**src/core/vipc_consts.svh**
```systemverilog
// Offsets, field positions, reset values and vector constants
`ifndef VIPC_CONSTS_SVH
`define VIPC_CONSTS_SVH
`define VIPC_NSRC 104
`define VIPC_IDX_CTRL1 6'h00
`define VIPC_IDX_CTRL2 6'h01
`define VIPC_IDX_FLAG0 6'h02
`define VIPC_IDX_FLAG6 6'h08
`define VIPC_IDX_EN0 6'h09
`define VIPC_IDX_EN6 6'h0F
`define VIPC_IDX_PRIO0 6'h10
`define VIPC_IDX_PRIO25 6'h29
`define VIPC_IDX_TSTAT 6'h2A
`define VIPC_IDX_STAT 6'h2B
`define VIPC_IDX_CORE 6'h2C
`define VIPC_SKIP_A 14
`define VIPC_SKIP_B 17
`define VIPC_SKIP_C 24
`define VIPC_NEST_BIT 15
`define VIPC_ALT_BIT 15
`define VIPC_TRAP_LSB 1
`define VIPC_LVL_LSB 5
`define VIPC_TOP_BIT 3
`define VIPC_RSVD_BIT 2
`define VIPC_LVL_MAX 3'h7
`define VIPC_RST16 16'h0000
`define VIPC_VEC_BASE 24'h000014
`define VIPC_ALT_OFS 24'h000100
`define VIPC_EXT0 0
`define VIPC_EXT1 20
`define VIPC_EXT2 29
`define VIPC_EXT3 53
`define VIPC_EXT4 54
`endif

```
**src/core/vipc_pkg.sv**
```systemverilog
// Types shared by the interrupt controller
package vipc_pkg;
    typedef struct packed {
        logic req;
        logic [6:0] vector;
        logic [3:0] level;
        logic [23:0] addr;
    } vipc_irq_s;
    typedef struct packed {
        logic arith;
        logic address;
        logic stack;
        logic osc;
    } vipc_trap_s;
endpackage

```
**src/core/vipc_top.sv**
```systemverilog
// Vectored priority interrupt controller with APB register access
//
// Functional notes
// [RULE_01] Forty registers: controls, flags, enables, priorities, status; the map here has 45 (0x00-0x2C)
// [RULE_02] Hardware sets flag; only software clears it
// [RULE_03] Disabled source never forwarded to CPU
// [RULE_04] Three-bit priority per source, levels 0-7
// [RULE_05] Latch vector and new level into status
// [RULE_06] New level equals presented source priority
// [RULE_07] Bits allocated in ascending vector order
// [RULE_08] Fixed vector, alternate table 0x100 higher
// [RULE_09] Small-package sources removable by parameter
// [RULE_10] CPU level low bits writable at 7:5
// [RULE_11] Fourth level bit read-only, core bit 3; here a write of zero to bit 3 clears it
// [RULE_12] Fourth bit adds eight to level
// [RULE_13] Level field 111 blocks all user sources
// [RULE_14] Nesting disable makes level bits read-only
// [RULE_15] Control one: nesting disable and trap flags
// [RULE_16] Control two: external edges, alternate table
// [RULE_17] Nesting disable bit 15, resets zero
// [RULE_18] Trap events set flags; software clears
// [RULE_19] Highest priority above level, lowest vector
// [RULE_20] Unimplemented bits read zero; reset zero; here reserved bit 2 of the core register reads one
//
// Local design decisions: the address map and the APB interface to the registers.
`include "vipc_consts.svh"

module vipc_top #(
    parameter logic [`VIPC_NSRC-1:0] SRC_PRESENT = {`VIPC_NSRC{1'b1}}
) (
    input wire logic mclk_i,
    input wire logic reset_n_i,
    input wire logic psel_i,
    input wire logic penable_i,
    input wire logic pwrite_i,
    input wire logic [7:0] paddr_i,
    input wire logic [31:0] pwdata_i,
    output logic [31:0] prdata_o,
    output logic pready_o,
    output logic pslverr_o,
    input wire logic [`VIPC_NSRC-1:0] src_req_i,
    input wire logic [4:0] ext_pin_i,
    input wire vipc_pkg::vipc_trap_s trap_i,
    input wire logic irq_ack_i,
    output vipc_pkg::vipc_irq_s irq_o
);

    // ========================================
    // Reset release
    logic rst_s1;
    logic rst_n;
    always_ff @(posedge mclk_i or negedge reset_n_i) begin
        if (!reset_n_i) begin
            rst_s1 <= 1'b0;
            rst_n <= 1'b0;
        end else begin
            rst_s1 <= 1'b1;
            rst_n <= rst_s1;
        end
    end

    // ========================================
    // Storage
    logic [`VIPC_NSRC-1:0] flag;
    logic [`VIPC_NSRC-1:0] en;
    logic [2:0] prio [`VIPC_NSRC];
    logic [`VIPC_NSRC-1:0] impl;
    logic [`VIPC_NSRC-1:0] set;
    logic nest_dis;
    logic [3:0] trap_flag;
    logic alt_sel;
    logic [4:0] ext_pol;
    logic [2:0] cpu_low;
    logic cpu_top;
    logic [3:0] cur_level;
    assign cur_level = {cpu_top, cpu_low}; // [RULE_12]

    // ========================================
    // APB decode
    logic [5:0] idx;
    logic acc_wr;
    assign idx = paddr_i[7:2];
    assign acc_wr = psel_i & penable_i & pready_o & pwrite_i;

    // ========================================
    // External pins: synchronise, then edge detect by polarity
    logic [4:0] ext_s1;
    logic [4:0] ext_s2;
    logic [4:0] ext_d;
    logic [4:0] ext_edge;
    always_ff @(posedge mclk_i or negedge rst_n) begin
        if (!rst_n) begin
            ext_s1 <= 5'h00;
            ext_s2 <= 5'h00;
            ext_d <= 5'h00;
        end else begin
            ext_s1 <= ext_pin_i;
            ext_s2 <= ext_s1;
            ext_d <= ext_s2;
        end
    end
    // Polarity bit set selects the falling edge
    assign ext_edge = (ext_pol & ext_d & ~ext_s2)
                    | (~ext_pol & ~ext_d & ext_s2); // [RULE_16]

    always_comb begin
        set = src_req_i;
        set[`VIPC_EXT0] = set[`VIPC_EXT0] | ext_edge[0];
        set[`VIPC_EXT1] = set[`VIPC_EXT1] | ext_edge[1];
        set[`VIPC_EXT2] = set[`VIPC_EXT2] | ext_edge[2];
        set[`VIPC_EXT3] = set[`VIPC_EXT3] | ext_edge[3];
        set[`VIPC_EXT4] = set[`VIPC_EXT4] | ext_edge[4];
    end

    // ========================================
    // Per-source flag, enable and priority
    // Source i sits at bit i%16 of word i/16, field i%4 of word i/4
    genvar gi;
    generate
        for (gi = 0; gi < `VIPC_NSRC; gi++) begin : g_src
            localparam int PW = gi / 4;
            localparam logic [5:0] FI = 6'(gi / 16);
            localparam logic [5:0] PI = 6'(PW);
            assign impl[gi] = SRC_PRESENT[gi] && PW != `VIPC_SKIP_A
                && PW != `VIPC_SKIP_B && PW != `VIPC_SKIP_C; // [RULE_09]
            // Set beats a clearing write in the same cycle
            always_ff @(posedge mclk_i or negedge rst_n) begin
                if (!rst_n) begin
                    flag[gi] <= 1'b0;
                end else if (impl[gi]) begin
                    flag[gi] <= set[gi] | ((acc_wr && idx ==
                        `VIPC_IDX_FLAG0 + FI) ? pwdata_i[gi % 16]
                        : flag[gi]); // [RULE_02] [RULE_07]
                end
            end
            always_ff @(posedge mclk_i or negedge rst_n) begin
                if (!rst_n) begin
                    en[gi] <= 1'b0;
                end else if (impl[gi] && acc_wr
                        && idx == `VIPC_IDX_EN0 + FI) begin
                    en[gi] <= pwdata_i[gi % 16]; // [RULE_03] [RULE_07]
                end
            end
            always_ff @(posedge mclk_i or negedge rst_n) begin
                if (!rst_n) begin
                    prio[gi] <= 3'h0;
                end else if (impl[gi] && acc_wr
                        && idx == `VIPC_IDX_PRIO0 + PI) begin
                    prio[gi] <= pwdata_i[4 * (gi % 4) +: 3]; // [RULE_04]
                end
            end
        end
    endgenerate

    // ========================================
    // Global controls and traps
    logic trap_any;
    assign trap_any = |trap_i;
    always_ff @(posedge mclk_i or negedge rst_n) begin
        if (!rst_n) begin
            nest_dis <= 1'b0; // [RULE_17]
            trap_flag <= 4'h0;
        end else begin
            if (acc_wr && idx == `VIPC_IDX_CTRL1) begin
                nest_dis <= pwdata_i[`VIPC_NEST_BIT]; // [RULE_15]
            end
            trap_flag <= trap_i | ((acc_wr && idx == `VIPC_IDX_CTRL1)
                ? pwdata_i[`VIPC_TRAP_LSB +: 4] : trap_flag); // [RULE_18]
        end
    end
    always_ff @(posedge mclk_i or negedge rst_n) begin
        if (!rst_n) begin
            alt_sel <= 1'b0;
            ext_pol <= 5'h00;
        end else if (acc_wr && idx == `VIPC_IDX_CTRL2) begin
            alt_sel <= pwdata_i[`VIPC_ALT_BIT]; // [RULE_16]
            ext_pol <= pwdata_i[4:0];
        end
    end

    // ========================================
    // CPU level: acceptance raises it, software may rewrite low bits
    always_ff @(posedge mclk_i or negedge rst_n) begin
        if (!rst_n) begin
            cpu_low <= 3'h0;
        end else if (irq_ack_i && irq_o.req) begin
            cpu_low <= irq_o.level[2:0];
        end else if (acc_wr && idx == `VIPC_IDX_STAT && !nest_dis) begin
            cpu_low <= pwdata_i[`VIPC_LVL_LSB +: 3]; // [RULE_10] [RULE_14]
        end
    end
    // Top bit only set by traps; a write can clear but never set it
    always_ff @(posedge mclk_i or negedge rst_n) begin
        if (!rst_n) begin
            cpu_top <= 1'b0;
        end else if (trap_any) begin
            cpu_top <= 1'b1;
        end else if (acc_wr && idx == `VIPC_IDX_CORE
                && !pwdata_i[`VIPC_TOP_BIT]) begin
            cpu_top <= 1'b0; // [RULE_11]
        end
    end

    // ========================================
    // Arbitration: descending scan so equal priority keeps lower vector
    logic pend;
    logic [6:0] best_vec;
    logic [3:0] best_lvl;
    always_comb begin
        pend = 1'b0;
        best_vec = 7'h00;
        best_lvl = 4'h0;
        for (int i = `VIPC_NSRC - 1; i >= 0; i--) begin
            if (flag[i] && en[i] && impl[i] && cpu_low != `VIPC_LVL_MAX
                    && {1'b0, prio[i]} > cur_level
                    && (!pend || {1'b0, prio[i]} >= best_lvl)) begin
                pend = 1'b1; // [RULE_19] [RULE_13] [RULE_03]
                best_vec = 7'(i);
                best_lvl = {1'b0, prio[i]}; // [RULE_06]
            end
        end
    end

    always_ff @(posedge mclk_i or negedge rst_n) begin
        if (!rst_n) begin
            irq_o <= '0;
        end else begin
            irq_o.req <= pend;
            if (pend) begin
                irq_o.vector <= best_vec; // [RULE_05]
                irq_o.level <= best_lvl;
                irq_o.addr <= `VIPC_VEC_BASE + {16'h0000, best_vec, 1'b0}
                    + (alt_sel ? `VIPC_ALT_OFS : 24'h000000); // [RULE_08]
            end
        end
    end

    // ========================================
    // Read mux; unmapped or misaligned gives an error
    logic [15:0] rd;
    logic rd_ok;
    logic [5:0] sub;
    logic [`VIPC_NSRC+7:0] flag_pad;
    logic [`VIPC_NSRC+7:0] en_pad;
    assign flag_pad = {8'h00, flag};
    assign en_pad = {8'h00, en};
    always_comb begin
        rd = `VIPC_RST16; // [RULE_20]
        rd_ok = paddr_i[1:0] == 2'b00;
        sub = 6'h00;
        if (idx == `VIPC_IDX_CTRL1) begin // [RULE_01]
            rd[`VIPC_NEST_BIT] = nest_dis;
            rd[`VIPC_TRAP_LSB +: 4] = trap_flag;
        end else if (idx == `VIPC_IDX_CTRL2) begin
            rd[`VIPC_ALT_BIT] = alt_sel;
            rd[4:0] = ext_pol;
        end else if (idx <= `VIPC_IDX_FLAG6) begin
            sub = idx - `VIPC_IDX_FLAG0;
            rd = flag_pad[{sub[2:0], 4'h0} +: 16];
        end else if (idx <= `VIPC_IDX_EN6) begin
            sub = idx - `VIPC_IDX_EN0;
            rd = en_pad[{sub[2:0], 4'h0} +: 16];
        end else if (idx <= `VIPC_IDX_PRIO25) begin
            sub = idx - `VIPC_IDX_PRIO0;
            for (int j = 0; j < 4; j++) begin
                rd[4 * j +: 3] = prio[7'({sub[4:0], 2'b00}) + 7'(j)];
            end
        end else if (idx == `VIPC_IDX_TSTAT) begin
            rd = {5'h00, irq_o.level, irq_o.vector};
        end else if (idx == `VIPC_IDX_STAT) begin
            rd[`VIPC_LVL_LSB +: 3] = cpu_low;
        end else if (idx == `VIPC_IDX_CORE) begin
            rd[`VIPC_TOP_BIT] = cpu_top;
            rd[`VIPC_RSVD_BIT] = 1'b1;
        end else begin
            rd_ok = 1'b0;
        end
    end

    // Answer registered in setup so every output comes from a flop
    always_ff @(posedge mclk_i or negedge rst_n) begin
        if (!rst_n) begin
            pready_o <= 1'b0;
            pslverr_o <= 1'b0;
            prdata_o <= 32'h00000000;
        end else begin
            pready_o <= psel_i & ~penable_i;
            pslverr_o <= psel_i & ~penable_i & ~rd_ok;
            if (psel_i && !penable_i) begin
                prdata_o <= (rd_ok && !pwrite_i) ? {16'h0000, rd}
                    : 32'h00000000;
            end
        end
    end
endmodule

```
**config.mk**
```make
export PLATFORM = sky130hd
export DESIGN_NAME = vipc_top
export DESIGN_NICKNAME = d
export VERILOG_FILES = /design/src/core/vipc_pkg.sv /design/src/core/vipc_top.sv
export VERILOG_INCLUDE_DIRS = /design/src /design/src/core
export SDC_FILE = /design/constraint.sdc
export NUM_CORES = 2
export LEC_CHECK = 0
export BUFFER_PORTS_ARGS = -buffer_cell sky130_fd_sc_hd__buf_2
export CORE_ASPECT_RATIO = 0.6
export CORE_UTILIZATION = 37
export CTS_BUF_LIST = sky130_fd_sc_hd__clkbuf_4 sky130_fd_sc_hd__clkbuf_8 sky130_fd_sc_hd__clkbuf_16
export CTS_CLUSTER_SIZE = 30
export DETAILED_ROUTE_END_ITERATION = 16
export PLACE_DENSITY = 0.49
export SYNTH_ARGS = -nofsm -noshare
export SYNTH_HDL_FRONTEND = slang
export SYNTH_SLANG_ARGS = --single-unit
```
**constraint.sdc**
```tcl
create_clock -name mclk_i -period 32.8 [get_ports mclk_i]
set_input_delay 3.28 -clock mclk_i [delete_from_list [all_inputs] [get_ports mclk_i]]
set_output_delay 3.28 -clock mclk_i [all_outputs]
set_load 0.01 [all_outputs]
```
==> key figures <==
Worst setup path
  • Slowest cell on crit path: a2111oi_4
  • Most common cell on crit path: nand2b_4
  • Stages on worst setup path: 701
  • Critical Path Start: cpu_low[1]
  • CP endpoint: irq_o[6]
  • Worst Path Buf+Inv: 59
  • CP required: 33.37 ns
  • Reg2reg setup slack: -84.99 ns
  • Worst r2r path cells: 701
  • Biggest cell delay along the critical path: 0.44 ns
  • Crit Path Max Fanout: 8
  • Setup crit end kind: flop
  • R2r endpoint: irq_o[6]
  • WS Path Type: flop to flop
  • CP arrival: 118.36 ns
  • CP startpoint kind: flop
  • Worst r2r src: cpu_low[1]
  • Kind of cell adding the most delay to the critical path: compound AO/OA/AOI/OAI gates

Drt
  • Drt first pass iters: 6
  • WL final: 244.9 mm
  • Post-DRT Antenna Nets: 0
  • DRC Markers: 0
  • WL met3: 33.95 mm
  • Vias after detailed routing: 50527
  • Wl on met1: 113.6 mm
  • DR WL/cell: 28.63 µm
  • DR top layer: met5
  • Iter 0 DRT Violations: 6569
  • Routed wl met2: 89.88 mm
  • Detailed-route vias per instance: 5.907

Final layout
  • Final cell count without fillers: 8554
  • Nets: 7580
  • Share of layout cells above drive strength 1: 46.61%
  • Layout area overhead: 48.74%

Status
  • Status: complete, but fails checks
  • Failing checks: negative setup slack

Synthesis
  • Post-Synth Adder-Cell Area: 14.81%
  • Area contributors post-synth: dfrtp_1 (29%), ha_1 (15%), mux2_2 (7.6%), mux4_2 (3.8%), nand2_1 (3.6%)
  • Mean Syn Cell Area: 9.049 µm²
  • Ys async rst share: 100.0%
  • Post-synthesis mux area share: 13.51%
  • Post-synth top flop: dfrtp_1
  • Dominant cell type by area after synthesis: dfrtp_1
  • Cells after synthesis: 5041
  • YS warnings: 0
  • Post-synthesis compound-gate area fraction: 20.86%
  • Synth cell types: 132
  • XOR/XNOR share of the synthesized area: 0.07680%
  • Post-synth EDFFs: 0
  • Sequential area share after synthesis: 29.02%
  • Mapped cell area: 45620 µm²
  • Post-synth top area share: 29.02%
  • Main combinational cell family by area after synthesis: compound AO/OA/AOI/OAI gates
  • Simple-Gate Fraction of Synth Area: 16.77%
  • Seq cells post-synth: 529

Floorplan
  • Die Y: 274.0 µm
  • Die Area: 124700 µm²
  • Die W: 455.3 µm
  • IO Pins: 229
  • Starting Density: 37.43%
  • Num rows: 99
  • Placeable Area: 121900 µm²

CTS
  • H-tree lvl count: 2
  • Clk Latency, worst-skew pair: 0.72 ns
  • Cts hold-fix bufs: 0
  • CTS Sinks: 529
  • CTS Buf Count: 58
  • Clk buf depth: 3
  • Clock transition at path regs: 0.07 ns
  • Root buffer cell: clkbuf_16
  • TritonCTS clock tree: done

GRT
  • Remaining global-route overflow: 0
  • Vias in the first global route: 47254
  • Largest net degree at the start of global routing: 158
  • GRT Util Overall: 38.27%
  • First-pass GRT wire length: 343.9 mm
  • Initial antenna violation count: 29

Power and ir drop
  • Leakage power: 32.02 nW
  • VDD IR max: 0.04156 mV
  • PD cells: 24.19 nW/µm²
  • Total power: 0.001641 W

Timing
  • Final slew viol count: 0
  • Hold Fails Final Rpt: 0
  • Worst Setup Slack, final: -84.99 ns
  • Final period util: 359.1%
  • Slew HR: 13.75%
  • Final critical-path required period: 117.79 ns
  • Worst-margin pin slew: 1.280 ns
  • # setup viols final: 16
  • RSZ-0062 raised after global routing: yes
  • Fmax: 8.489 MHz
  • Clock Skews: 0.05949 ns

Place
  • Global placer's final weighted congestion: 1.009
  • Hpwl dp: 184.1 mm
  • IO Port Bufs: 168
  • Cells after DPL: 7955

Min path
  • Min-Delay Path Class: flop to flop

Flow run
  • Number of max-cap violations: 0
## state kept, by name, summed over array words and instances, names as in the netlist, 3 cells and up
| signal | cells |
|---|---|
| prdata_o | 16 |
| trap_flag | 4 |
| flag | 92 |
| ext_pol | 5 |
| irq_o | 19 |
| en | 92 |
| ext_s1 | 5 |
| ext_s2 | 5 |
| ext_d | 5 |
| cpu_low | 3 |
| prio | 276 |
## synthesized netlist by cell type, types with 8 or more instances
library cell,count
a211o_1,99
a211oi_1,30
a21boi_0,13
a21o_1,141
a21oi_1,288
a21oi_2,8
a221oi_1,19
a22o_1,9
a22oi_1,30
a311oi_1,16
a31o_2,10
a31oi_1,53
and2_1,33
and3_1,23
buf_1,34
buf_2,15
buf_4,36
clkbuf_1,165
dfrtp_1,529
ha_1,539
inv_1,300
mux2_2,309
mux2i_1,97
mux4_2,76
nand2_1,436
nand2b_1,121
nand3_1,208
nand4_1,24
nor2_1,293
nor2b_1,173
nor3_1,104
nor4_1,17
o211ai_1,35
o21a_1,50
o21ai_0,324
o21ai_1,13
o21bai_1,12
o22ai_1,14
o311a_1,9
o311ai_0,10
o31a_1,21
o31ai_1,50
or2_2,31
or3_1,21
## layout by cell type, fill, tap and decap left out, types with 24 or more instances in the layout
cell,n
o21a_1,47
nand2_2,35
nor2_1,242
a31oi_1,42
nand4_1,24
buf_2,160
nor2b_1,148
nand2b_1,34
a21oi_1,183
buf_4,1798
ha_1,473
o21ai_1,40
clkbuf_16,58
mux2_4,36
nor3_1,94
buf_6,41
a21o_1,141
nand2_1,395
inv_1,277
mux2i_1,88
a211o_1,99
o21ai_2,32
nand3_1,196
nor2_2,34
nand2b_4,88
o211ai_1,35
a21oi_2,94
mux2_2,273
mux4_2,76
a22oi_1,26
o21ai_0,259
ha_4,64
conb_1,33
o31ai_4,28
dfrtp_1,526
## cells by family after synthesis
logic type | after synthesis
xor+xnor | 4
buf+inv | 556
simple gates | 1545
mux | 482
fa+ha+maj | 540
other cells | 2
compound gates | 1383
flops | 529
## per-stage QoR
stage / utilization, % / hold WS [ns] / cell area, µm² / setup slack [ns] / TNS (ns)
after floorplan: - / 0.3312 / 47860 / -85.64 / -1362.33
after global placement: 48.96 / 0.3335 / 59670 / -84.40 / -1344.37
after detailed placement: 48.96 / 0.3347 / 59670 / -86.70 / -1380.69
after CTS: 54.26 / 0.3411 / 66140 / -82.47 / -1314.80
after global routing: 55.65 / 0.3560 / 67830 / -90.06 / -1435.63
final: 55.67 / 0.3431 / 67850 / -84.99 / -1354.52
## power breakdown
group | leakage [nW] | internal (W) | switching [W] | total (W)
Combinational | 24.8 | 0.0000687 | 0.000135 | 0.000204
Clock | 1.04 | 0.000431 | 0.000331 | 0.000762
Sequential | 6.20 | 0.000662 | 0.0000132 | 0.000676
Total | 32.0 | 0.00116 | 0.000479 | 0.00164
## worst min-delay path by stage
stage / startpoint / end / slack (ns) / cells after the start
after floorplan: ext_s1[0] / ext_s2[0] / 0.33 / 0
after detailed placement: ext_s1[2] / ext_s2[2] / 0.33 / 0
after CTS: ext_s1[4] / ext_s2[4] / 0.34 / 0
final: ext_s1[4] / ext_s2[4] / 0.34 / 0
after global placement: ext_s1[2] / ext_s2[2] / 0.33 / 0
after global routing: rst_s1 / rst_n / 0.36 / 0
## layer usage
| metal | up-vias | track usage (%) |
|---|---|---|
| met5 | - | 0 |
| met4 | 18 | 10.30 |
| met3 | 405 | 13.70 |
| met2 | 2868 | 48.51 |
| met1 | 24988 | 58.92 |
| li1 | 22248 | - |
## timing repair
action / CTS / global route
gates cloned: 0 / 0
resized for setup: 269 / 224
endpoints found under the setup margin: 16 / 16
buffers inserted: 403 / 85
pin swaps: 264 / 232
## final cells by class
cell class	instances	area, µm²
well taps	1616	2022
flip-flops and latches	529	13250
diodes	10	25.02
repair buffers	2003	14830
clock inverters	28	466.7
multi-input cells	3987	34470
inverters	303	1157
clock buffers	78	1633
fillers	11011	54040
Note: power is estimated with default switching activity, not from simulation.
